## config.mk

```make
export PLATFORM = sky130hd
export DESIGN_NAME = arc_trip_scheme_matrix
export DESIGN_NICKNAME = d
export VERILOG_FILES = /design/src/shared/arc_trip_pkg.sv /design/src/shared/route_if.sv /design/src/pin_sync.sv /design/src/scheme_route_map.sv /design/src/arc_trip_scheme_matrix.sv
export SDC_FILE = /design/constraint.sdc
export NUM_CORES = 1
export LEC_CHECK = 0
export BUFFER_PORTS_ARGS = -buffer_cell sky130_fd_sc_hd__buf_2
export CAP_MARGIN = 20
export CORE_UTILIZATION = 53
export DETAILED_ROUTE_END_ITERATION = 16
export PLACE_DENSITY_LB_ADDON = 0.1
export SLEW_MARGIN = 25
export SYNTH_ARGS = -nofsm -noshare
export SYNTH_HDL_FRONTEND = slang
export SYNTH_SLANG_ARGS = --single-unit
```

## constraint.sdc

```tcl
create_clock -name core_clk_i -period 2.6 [get_ports core_clk_i]
set_input_delay 0.26 -clock core_clk_i [delete_from_list [all_inputs] [get_ports core_clk_i]]
set_output_delay 0.26 -clock core_clk_i [all_outputs]
set_load 0.01 [all_outputs]
```

## src/shared/arc_trip_pkg.sv

```systemverilog
// Constants shared by the arc trip routing matrix and its helpers.
// Assumes one core clock domain; switch and sensor pins are asynchronous.
package arc_trip_pkg;

  // ---------------------------------------------------------------
  // Sizes
  // ---------------------------------------------------------------
  localparam int CHAN_COUNT = 15;
  localparam int TRIP_COUNT = 5; // Four trip relays plus the fast output
  localparam int SWITCH_COUNT = 8;
  localparam int SYNC_WIDTH = CHAN_COUNT + SWITCH_COUNT + 2;
  localparam int STATUS_WIDTH = 4;

  // ---------------------------------------------------------------
  // Register offsets (byte addresses)
  // ---------------------------------------------------------------
  localparam logic [7:0] OFS_CTRL = 8'h00;
  localparam logic [7:0] OFS_STATUS = 8'h04;
  localparam logic [7:0] OFS_MASK = 8'h08;
  localparam logic [7:0] OFS_LED = 8'h0C;
  localparam logic [7:0] OFS_STATE = 8'h10;

  // ---------------------------------------------------------------
  // Field positions
  // ---------------------------------------------------------------
  localparam int CTRL_LATCH_CLR = 0; // Write one: release latched outputs
  localparam int CTRL_SOFT_BLOCK = 1; // Software block, ORed with switch
  localparam int ST_TRIP = 0;
  localparam int ST_QUENCH = 1;
  localparam int ST_BLOCKED = 2;
  localparam int ST_LIGHT = 3;
  localparam int SW_SCHEME_LSB = 0;
  localparam int SW_BLOCK = 4;
  localparam int SW_LATCH = 5;
  localparam int SW_LIGHT_ONLY = 7;
  localparam int STATE_SWITCH_LSB = 8;
  localparam int STATE_CURRENT = 16;
  localparam int STATE_SCHEME_OK = 17;

  // ---------------------------------------------------------------
  // Reset values
  // ---------------------------------------------------------------
  localparam logic [31:0] RST_WORD = 32'h0000_0000;
  localparam logic [STATUS_WIDTH-1:0] RST_STATUS = 4'h0;
  localparam logic [STATUS_WIDTH-1:0] RST_MASK = 4'h0;
  localparam logic [CHAN_COUNT-1:0] RST_CHANS = 15'h0000;
  localparam logic [TRIP_COUNT-1:0] RST_TRIPS = 5'h00;

  // ---------------------------------------------------------------
  // Scheme codes and per-scheme channel masks (bit n = channel n+1)
  // ---------------------------------------------------------------
  localparam logic [2:0] SCHEME_ALL = 3'h0;
  localparam logic [2:0] SCHEME_FEEDER = 3'h1;
  localparam logic [2:0] SCHEME_COUPLER = 3'h2;
  localparam logic [CHAN_COUNT-1:0] MASK_NONE = 15'h0000;
  localparam logic [CHAN_COUNT-1:0] MASK_EVERY = 15'h7FFF;
  localparam logic [CHAN_COUNT-1:0] MASK_NO_FIVE = 15'h7FEF;
  localparam logic [CHAN_COUNT-1:0] MASK_NO_ONE_TWO_FIVE = 15'h7FEC;
  localparam logic [CHAN_COUNT-1:0] MASK_ONE_TWO = 15'h0003;
  localparam logic [CHAN_COUNT-1:0] MASK_NOT_ONE_TWO = 15'h7FFC;
  localparam logic [CHAN_COUNT-1:0] MASK_FOURTEEN = 15'h2000;

endpackage : arc_trip_pkg

```

## src/shared/route_if.sv

```systemverilog
// Carries the synchronised light vector and scheme code to the routing map,
// and the raw per-output demands back to the core.
`timescale 1ns/1ps
interface route_if;
  import arc_trip_pkg::*;
  logic [CHAN_COUNT-1:0] light;
  logic [2:0] scheme;
  logic [3:0] relay_demand;
  logic binary_demand;
  logic fast_demand;
  logic quench_demand;
  logic scheme_valid;

  modport map (
    input light,
    input scheme,
    output relay_demand,
    output binary_demand,
    output fast_demand,
    output quench_demand,
    output scheme_valid
  );
  modport core (
    output light,
    output scheme,
    input relay_demand,
    input binary_demand,
    input fast_demand,
    input quench_demand,
    input scheme_valid
  );
endinterface : route_if

```

## src/pin_sync.sv

```systemverilog
// Two-stage synchroniser for a bundle of asynchronous pins.
// Assumes the bits are independent levels; no bus coherency is implied.
`timescale 1ns/1ps
module pin_sync
  import arc_trip_pkg::*;
#(
  parameter int WIDTH = SYNC_WIDTH
) (
  input wire logic core_clk_i, // Core clock
  input wire logic rst_i, // Synchronous reset, active high
  input wire logic [WIDTH-1:0] async_i, // Raw pins
  output logic [WIDTH-1:0] sync_o // Synchronised levels
);

  logic [WIDTH-1:0] meta_reg;
  logic [WIDTH-1:0] sync_reg;

  // First stage is read only by the second stage
  genvar b;
  generate
    for (b = 0; b < WIDTH; b++) begin : g_bit
      always_ff @(posedge core_clk_i) begin
        if (rst_i) begin
          meta_reg[b] <= 1'b0;
          sync_reg[b] <= 1'b0;
        end else begin
          meta_reg[b] <= async_i[b];
          sync_reg[b] <= meta_reg[b];
        end
      end
    end
  endgenerate

  assign sync_o = sync_reg;

endmodule : pin_sync

```

## src/scheme_route_map.sv

```systemverilog
// Combinational routing of sensor channels to outputs per logic scheme.
// Assumes light vector is already synchronised; no qualification here.
`timescale 1ns/1ps
module scheme_route_map
  import arc_trip_pkg::*;
(
  route_if.map rt // Light in, demands out
);

  logic [CHAN_COUNT-1:0] m_r1;
  logic [CHAN_COUNT-1:0] m_r2;
  logic [CHAN_COUNT-1:0] m_r3;
  logic [CHAN_COUNT-1:0] m_r4;
  logic [CHAN_COUNT-1:0] m_bo;
  logic [CHAN_COUNT-1:0] m_fast;
  logic [CHAN_COUNT-1:0] m_quench;
  logic valid;

  always_comb begin
    m_r1 = MASK_NONE;
    m_r2 = MASK_NONE;
    m_r3 = MASK_NONE;
    m_r4 = MASK_NONE;
    m_bo = MASK_NONE;
    m_fast = MASK_NONE;
    m_quench = MASK_NONE;
    valid = 1'b0;
    case (rt.scheme)
      SCHEME_ALL: begin
        m_r1 = MASK_EVERY;
        m_r2 = MASK_EVERY;
        m_r3 = MASK_EVERY;
        m_r4 = MASK_EVERY;
        m_bo = MASK_EVERY;
        m_fast = MASK_EVERY;
        m_quench = MASK_NO_FIVE;
        valid = 1'b1;
      end
      SCHEME_FEEDER: begin
        m_r1 = MASK_EVERY;
        m_r2 = MASK_EVERY;
        m_r3 = MASK_EVERY;
        m_r4 = MASK_EVERY;
        m_bo = MASK_EVERY;
        m_fast = MASK_EVERY;
        m_quench = MASK_NO_ONE_TWO_FIVE;
        valid = 1'b1;
      end
      SCHEME_COUPLER: begin
        m_r1 = MASK_EVERY;
        m_r2 = MASK_ONE_TWO;
        m_r3 = MASK_NOT_ONE_TWO;
        m_r4 = MASK_FOURTEEN;
        m_bo = MASK_EVERY;
        m_fast = MASK_EVERY;
        m_quench = MASK_NO_ONE_TWO_FIVE;
        valid = 1'b1;
      end
      default: begin
        valid = 1'b0;
      end
    endcase
  end

  assign rt.relay_demand = {|(rt.light & m_r4), |(rt.light & m_r3),
                            |(rt.light & m_r2), |(rt.light & m_r1)};
  assign rt.binary_demand = |(rt.light & m_bo);
  assign rt.fast_demand = |(rt.light & m_fast);
  assign rt.quench_demand = |(rt.light & m_quench);
  assign rt.scheme_valid = valid;

endmodule : scheme_route_map

```

## src/arc_trip_scheme_matrix.sv

```systemverilog
// Trip routing matrix of an arc flash protection unit, schemes 0 to 2.
// Assumes sensor, current, switch and button pins are asynchronous;
// software reaches the registers over a plain strobe port.
//
// Functional notes
// - Scheme zero: any channel trips everything
// - Scheme zero: channel five never drives quench
// - Blocking suppresses trips, LEDs still light
// - Switch pin eight selects light or light+current
// - Switch off: light and current together
// - Quench output always needs current indication
// - Scheme one: all trip; quench skips one,two,five
// - Scheme two: channels one,two drive relays one,two
// - Scheme two: channel fourteen drives one,three,four
// - Scheme two: others drive one,three; quench except five
// - Scheme from switch pins one to three
// - Latching holds relays, fast output until reset
// - Blocking from switch pin five
`timescale 1ns/1ps
module arc_trip_scheme_matrix
  import arc_trip_pkg::*;
(
  input wire logic core_clk_i, // Core clock, 125 MHz
  input wire logic rst_i, // Synchronous reset, active high
  input wire logic [CHAN_COUNT-1:0] sensor_ch_i, // Light pins, ch one at bit 0
  input wire logic current_indication_in_i, // External overcurrent pin
  input wire logic [SWITCH_COUNT-1:0] config_switch_group_i, // Switch pins, pin one at bit 0
  input wire logic reset_button_i, // Push-button, releases latches
  input wire logic [7:0] addr_i, // Register byte address
  input wire logic [31:0] wr_data_i, // Write data
  input wire logic wr_en_i, // Write strobe
  input wire logic rd_en_i, // Read strobe
  output logic [31:0] rd_data_o, // Read data, cycle after strobe
  output logic trip_relay_one_o, // Trip relay one
  output logic trip_relay_two_o, // Trip relay two
  output logic trip_relay_three_o, // Trip relay three
  output logic trip_relay_four_o, // Trip relay four
  output logic binary_out_one_o, // Binary output one
  output logic fast_trip_out_o, // High-speed output
  output logic quench_control_out_o, // Arc-quenching control
  output logic [CHAN_COUNT-1:0] sensor_led_o, // Sticky channel indications
  output logic irq_o // Level interrupt
);

  // ---------------------------------------------------------------
  // Pin synchronisation
  // ---------------------------------------------------------------
  logic [SYNC_WIDTH-1:0] pins_raw;
  logic [SYNC_WIDTH-1:0] pins_sync;
  logic [CHAN_COUNT-1:0] light;
  logic current_seen;
  logic [SWITCH_COUNT-1:0] switches;
  logic button;

  assign pins_raw = {reset_button_i, config_switch_group_i, current_indication_in_i,
                     sensor_ch_i};

  pin_sync #(
    .WIDTH(SYNC_WIDTH)
  ) u_sync (
    .core_clk_i(core_clk_i),
    .rst_i(rst_i),
    .async_i(pins_raw),
    .sync_o(pins_sync)
  );

  assign light = pins_sync[CHAN_COUNT-1:0];
  assign current_seen = pins_sync[CHAN_COUNT];
  assign switches = pins_sync[CHAN_COUNT+SWITCH_COUNT:CHAN_COUNT+1];
  assign button = pins_sync[SYNC_WIDTH-1];

  // ---------------------------------------------------------------
  // Configuration decode
  // ---------------------------------------------------------------
  logic [2:0] scheme;
  logic block_sw;
  logic latch_on;
  logic light_only;

  assign scheme = switches[SW_SCHEME_LSB +: 3];
  assign block_sw = switches[SW_BLOCK];
  assign latch_on = switches[SW_LATCH];
  assign light_only = switches[SW_LIGHT_ONLY];

  // ---------------------------------------------------------------
  // Scheme routing
  // ---------------------------------------------------------------
  route_if rt ();

  assign rt.light = light;
  assign rt.scheme = scheme;

  scheme_route_map u_map (
    .rt(rt.map)
  );

  // ---------------------------------------------------------------
  // Button edge, one pulse per press
  // ---------------------------------------------------------------
  logic button_reg;
  logic button_next;
  logic button_rise;

  always_comb begin
    button_next = button;
    button_rise = button & ~button_reg;
  end

  always_ff @(posedge core_clk_i) begin
    if (rst_i) begin
      button_reg <= 1'b0;
    end else begin
      button_reg <= button_next;
    end
  end

  // ---------------------------------------------------------------
  // Register writes decoded
  // ---------------------------------------------------------------
  logic wr_ctrl;
  logic wr_status;
  logic wr_mask;
  logic wr_led;
  logic latch_clr;
  logic block_all;
  logic soft_block_reg;
  logic soft_block_next;

  always_comb begin
    wr_ctrl = wr_en_i && (addr_i == OFS_CTRL);
    wr_status = wr_en_i && (addr_i == OFS_STATUS);
    wr_mask = wr_en_i && (addr_i == OFS_MASK);
    wr_led = wr_en_i && (addr_i == OFS_LED);
    // Clear is a pulse; the register bit is not stored
    latch_clr = (wr_ctrl & wr_data_i[CTRL_LATCH_CLR]) | button_rise;
    soft_block_next = wr_ctrl ? wr_data_i[CTRL_SOFT_BLOCK] : soft_block_reg;
  end

  always_ff @(posedge core_clk_i) begin
    if (rst_i) begin
      soft_block_reg <= 1'b0;
    end else begin
      soft_block_reg <= soft_block_next;
    end
  end

  assign block_all = block_sw | soft_block_reg;

  // ---------------------------------------------------------------
  // Trip qualification and latching
  // ---------------------------------------------------------------
  // Index 0..3 are the relays, index 4 the fast output
  logic crit_ok;
  logic [TRIP_COUNT-1:0] trip_act;
  logic [TRIP_COUNT-1:0] hold_reg;
  logic [TRIP_COUNT-1:0] hold_next;
  logic [TRIP_COUNT-1:0] trip_out_reg;
  logic [TRIP_COUNT-1:0] trip_out_next;
  logic bo_reg;
  logic bo_next;
  logic quench_reg;
  logic quench_next;

  always_comb begin
    // Switch off means light and current must coincide
    crit_ok = light_only | current_seen;
    trip_act = RST_TRIPS;
    if (rt.scheme_valid && !block_all) begin
      trip_act = {rt.fast_demand, rt.relay_demand} & {TRIP_COUNT{crit_ok}};
    end
    // Latched hold: a new trip in the clear cycle survives the clear
    hold_next = RST_TRIPS;
    if (latch_on) begin
      hold_next = (hold_reg & ~{TRIP_COUNT{latch_clr}}) | trip_act;
    end
    // Blocking also masks held outputs while it is on
    trip_out_next = (trip_act | hold_reg) & ~{TRIP_COUNT{block_all}};
    if (!rt.scheme_valid) begin
      trip_out_next = RST_TRIPS;
    end
    // Binary output follows light only
    bo_next = rt.binary_demand & rt.scheme_valid & ~block_all;
    // Quench needs current even in light-only mode
    quench_next = rt.quench_demand & current_seen & rt.scheme_valid
                  & ~block_all;
  end

  always_ff @(posedge core_clk_i) begin
    if (rst_i) begin
      hold_reg <= RST_TRIPS;
      trip_out_reg <= RST_TRIPS;
      bo_reg <= 1'b0;
      quench_reg <= 1'b0;
    end else begin
      hold_reg <= hold_next;
      trip_out_reg <= trip_out_next;
      bo_reg <= bo_next;
      quench_reg <= quench_next;
    end
  end

  assign trip_relay_one_o = trip_out_reg[0];
  assign trip_relay_two_o = trip_out_reg[1];
  assign trip_relay_three_o = trip_out_reg[2];
  assign trip_relay_four_o = trip_out_reg[3];
  assign fast_trip_out_o = trip_out_reg[4];
  assign binary_out_one_o = bo_reg;
  assign quench_control_out_o = quench_reg;

  // ---------------------------------------------------------------
  // Channel indications
  // ---------------------------------------------------------------
  // Indications ignore blocking, so a blocked arc is still shown
  logic [CHAN_COUNT-1:0] led_reg;
  logic [CHAN_COUNT-1:0] led_next;
  logic [CHAN_COUNT-1:0] led_clr;

  always_comb begin
    led_clr = RST_CHANS;
    if (wr_led) begin
      led_clr = wr_data_i[CHAN_COUNT-1:0];
    end
    if (button_rise) begin
      led_clr = MASK_EVERY;
    end
    led_next = (led_reg & ~led_clr) | light;
  end

  always_ff @(posedge core_clk_i) begin
    if (rst_i) begin
      led_reg <= RST_CHANS;
    end else begin
      led_reg <= led_next;
    end
  end

  assign sensor_led_o = led_reg;

  // ---------------------------------------------------------------
  // Event status and interrupt
  // ---------------------------------------------------------------
  logic [STATUS_WIDTH-1:0] status_reg;
  logic [STATUS_WIDTH-1:0] status_next;
  logic [STATUS_WIDTH-1:0] mask_reg;
  logic [STATUS_WIDTH-1:0] mask_next;
  logic [STATUS_WIDTH-1:0] events;
  logic [STATUS_WIDTH-1:0] status_clr;
  logic irq_reg;
  logic irq_next;

  always_comb begin
    events = RST_STATUS;
    events[ST_TRIP] = |trip_act;
    events[ST_QUENCH] = quench_next;
    events[ST_BLOCKED] = block_all & (|light);
    events[ST_LIGHT] = |light;
    status_clr = RST_STATUS;
    if (wr_status) begin
      status_clr = wr_data_i[STATUS_WIDTH-1:0];
    end
    // Set beats clear in the same cycle
    status_next = (status_reg & ~status_clr) | events;
    mask_next = wr_mask ? wr_data_i[STATUS_WIDTH-1:0] : mask_reg;
    irq_next = |(status_next & mask_next);
  end

  always_ff @(posedge core_clk_i) begin
    if (rst_i) begin
      status_reg <= RST_STATUS;
      mask_reg <= RST_MASK;
      irq_reg <= 1'b0;
    end else begin
      status_reg <= status_next;
      mask_reg <= mask_next;
      irq_reg <= irq_next;
    end
  end

  assign irq_o = irq_reg;

  // ---------------------------------------------------------------
  // Register read port
  // ---------------------------------------------------------------
  logic [31:0] rd_reg;
  logic [31:0] rd_next;
  logic [31:0] state_word;

  always_comb begin
    state_word = RST_WORD;
    state_word[TRIP_COUNT-1:0] = trip_out_reg;
    state_word[TRIP_COUNT] = bo_reg;
    state_word[TRIP_COUNT+1] = quench_reg;
    state_word[STATE_SWITCH_LSB +: SWITCH_COUNT] = switches;
    state_word[STATE_CURRENT] = current_seen;
    state_word[STATE_SCHEME_OK] = rt.scheme_valid;
    rd_next = RST_WORD;
    if (rd_en_i) begin
      case (addr_i)
        OFS_CTRL: begin
          rd_next[CTRL_SOFT_BLOCK] = soft_block_reg;
        end
        OFS_STATUS: begin
          rd_next[STATUS_WIDTH-1:0] = status_reg;
        end
        OFS_MASK: begin
          rd_next[STATUS_WIDTH-1:0] = mask_reg;
        end
        OFS_LED: begin
          rd_next[CHAN_COUNT-1:0] = led_reg;
        end
        OFS_STATE: begin
          rd_next = state_word;
        end
        default: begin
          rd_next = RST_WORD;
        end
      endcase
    end
  end

  always_ff @(posedge core_clk_i) begin
    if (rst_i) begin
      rd_reg <= RST_WORD;
    end else begin
      rd_reg <= rd_next;
    end
  end

  assign rd_data_o = rd_reg;

endmodule : arc_trip_scheme_matrix

```

==> key figures <==
Global route
  – Number of global-route vias before repair: 2364
  – First-pass GRT wire length: 11.53 mm
  – Antenna violations before repair: 0
  – Largest net degree at the start of global routing: 80
  – Gr usage total: 20.77%
  – Global route overflow: 0

Critical path
  – CP bufs+invs: 0
  – CP required: between 2 and 3 ns
  – Crit Path Max Fanout: 6
  – CP max stage delay: 0.50 ns
  – Crit start category: flip-flop
  – Crit-path leading delay family: simple AND/OR/NAND/NOR gates
  – CP cell instances: nor4_1 > nand4_1 > a22oi_1 > or3_1 > o221ai_1
  – Critical path type: reg2reg
  – CP max-delay cell: nor4_1
  – CP Data Arrival Time: approximately 2.3 ns
  – Nature of the critical path endpoint: flip-flop

Synthesis
  – Async set-reset flop share out of synthesis: 0%
  – #FFs+latches synth: roughly 110
  – Yosys warning total: 0
  – Post-synth EDFFs: 0
  – Register area share after synthesis: between 50% and 60%
  – Synth Instances: roughly 360
  – Distinct cells, synth: 43
  – Syn avg cell area: 10.26 um^2
  – Cell Area, Synth: between 3000 and 4000 um^2
  – Ys flop type: dfxtp_1

Cells and area
  – Final net count: a little over 500
  – Register area: between 2000 and 2500 um^2
  – Fillers: approximately 560
  – Area Growth Syn to Fin: 16.34%
  – Final design instance area without fill: about 4300 um^2
  – Footprint of the multi-input gates: ~1400 um^2
  – Share of cells above drive strength 1: approximately 27%
  – ANT cells: 0

Floorplanning
  – Height of the die: about 85 um
  – IO Pins: between 100 and 150
  – Die area: between 7000 and 8000 um^2
  – Core area: between 6000 and 7000 um^2
  – Initial core utilization: 56.26%
  – Row Count: 29
  – Die Wd: roughly 85 um

Status
  – Status: finished clean

Routing
  – # DRC: 0
  – Pre-antenna DRT Iters: 4
  – Routed len/inst: 13.58 um
  – Final ANT Viol Nets: 0
  – Detailed Route WL: between 7 and 8 mm
  – DR iter-0 viols: between 100 and 150
  – Vias: 2636
  – Drt via density: approximately 5.0

STA
  – Slew headroom: around half
  – Slew Viols, Final: 0
  – Unrepaired setup endpoints after global routing: false
  – Clock Skews: 0.01151 ns
  – Fin crit share: between 70% and 80%
  – Final hold violations: 0
  – Final setup fails: 0
  – Worst slew pin tran: ~0.72 ns
  – TNS Setup: 0 ns
  – Final Critical Period: 2.057 ns
  – Fmax achieved: approximately 0.49 GHz

Clock tree
  – # hold bufs at CTS: 0
  – CTS Buffer Depth: 2
  – Clock sinks: 106
  – CTS Buf Count: 9
  – Postcts setup bufs: 0
  – Reg clk slew, reported paths: ~0.10 ns
  – Clk Latency, worst-skew pair: about 0.36 ns
  – CTS resizes: 0
  – CTS tree: yes
  – H-tree depth: 3
  – CTS root buf: clkbuf_8

Placement
  – Hpwl dp: between 5 and 6 mm
  – Placed instance area: between 4000 and 5000 um^2
  – Port buffer count: 92
  – Placer Congestion: ~0.83

Worst hold path
  – Worst min-delay path class: in2reg

Job
  – MaxCap Viol Count: 0

Pwr
  – Pleak: ~1.9 nW
  – VDD IR max: around 380 uV
  – Overall Power: around 2.8 mW
  – Total power divided by cell area: about 660 nW/um^2
## logic make-up after synthesis
| group | count (synthesis) | share of synthesized area, % |
|---|---|---|
| flip-flops | 106 | 57.75 |
| multiplexers | 9 | 2.588 |
| AND/OR/NAND/NOR | 149 | 22.68 |
| buffers and inverters | 37 | 5.788 |
| XOR/XNOR | 1 | 0.2384 |
| other | 1 | 0.1020 |
| AO/OA/AOI/OAI | 55 | 10.86 |
## through the flow
| stage | hold slack [ns] | setup WS, ns | util (%) | instances |
|---|---|---|---|---|
| floorplan | 0.3882 | 1.020 | - | 371 |
| global placement | 0.4174 | 0.5425 | 62.74 | 510 |
| detailed placement | 0.4204 | 0.5040 | 62.74 | 510 |
| CTS | 0.07961 | 0.5509 | 65.46 | 526 |
| global route | 0.07987 | 0.3168 | 65.46 | 526 |
| finish | 0.09832 | 0.5431 | 65.46 | 526 |
## cell usage after synthesis, types with 3 or more instances
library cell	count	area, um^2
a21oi_1	12	60.06
a22o_1	11	96.34
a22oi_1	4	30.03
a31oi_1	16	100.1
and2_1	3	18.77
and3_1	4	25.02
buf_4	17	127.6
clkbuf_1	11	41.29
dfxtp_1	106	2122
inv_1	6	22.52
mux2_2	4	45.04
mux2i_1	5	50.05
nand2_1	21	78.83
nand2b_1	3	18.77
nand4_1	6	37.54
nor2_1	36	135.1
nor2b_1	56	350.3
nor4_1	4	25.02
o21ai_0	3	15.01
## metal layers
metal | up-vias | part of all wire, % | global-route usage (%)
li1 | 1359 | - | -
met1 | 1186 | 47 | 27.95
met2 | 83 | 46 | 32.62
met3 | 8 | 5.1 | 5.058
met4 | 0 | 1.3 | 7.727
met5 | - | 0 | 0
## final cells by class
cell class / count / area share, %
clock buffers: 10 / 2.985
clock inverters: 6 / 1.171
inverters: 6 / 0.5268
multi-input cells: 228 / 32.48
flip-flops and latches: 106 / 49.63
well taps: 77 / 2.253
repair buffers: 93 / 10.95
## worst reg2reg max path, cell delays in order, from the launching register on
cell,delay [ns]
dfxtp_1,0.35
nor4_1,0.50
nand4_1,0.40
a22oi_1,0.39
or3_1,0.16
o221ai_1,0.11
## worst paths after layout
path                            startpoint                   to  slack (ns)  depth (start not counted)
setup / recovery         u_sync.sync_o[13]                irq_o        0.54                          5
hold / removal    config_switch_group_i[3]  u_sync.meta_reg[19]         0.1                          2
setup reg to reg         u_sync.sync_o[13]                irq_o        0.54                          5
hold reg to reg        u_sync.meta_reg[23]    u_sync.sync_o[23]        0.44                          1
## layout by cell type, fill, tap and decap left out, types with 9 or more instances in the layout
| master | synthesis | final |
|---|---|---|
| buf_2 | 2 | 92 |
| a31oi_1 | 16 | 16 |
| nor2b_1 | 56 | 56 |
| dfxtp_1 | 106 | 106 |
| clkbuf_8 | 0 | 9 |
| nand2_1 | 21 | 21 |
| nor2_1 | 36 | 36 |
| a21oi_1 | 12 | 12 |
| a22o_1 | 11 | 11 |
| conb_1 | 1 | 14 |
## power breakdown
part           total [mW]  internal (mW)  switching (mW)
Clock               0.911          0.361           0.550
Sequential           1.71           1.68          0.0331
Combinational       0.209         0.0937           0.115
Note: power is estimated with default switching activity, not from simulation.
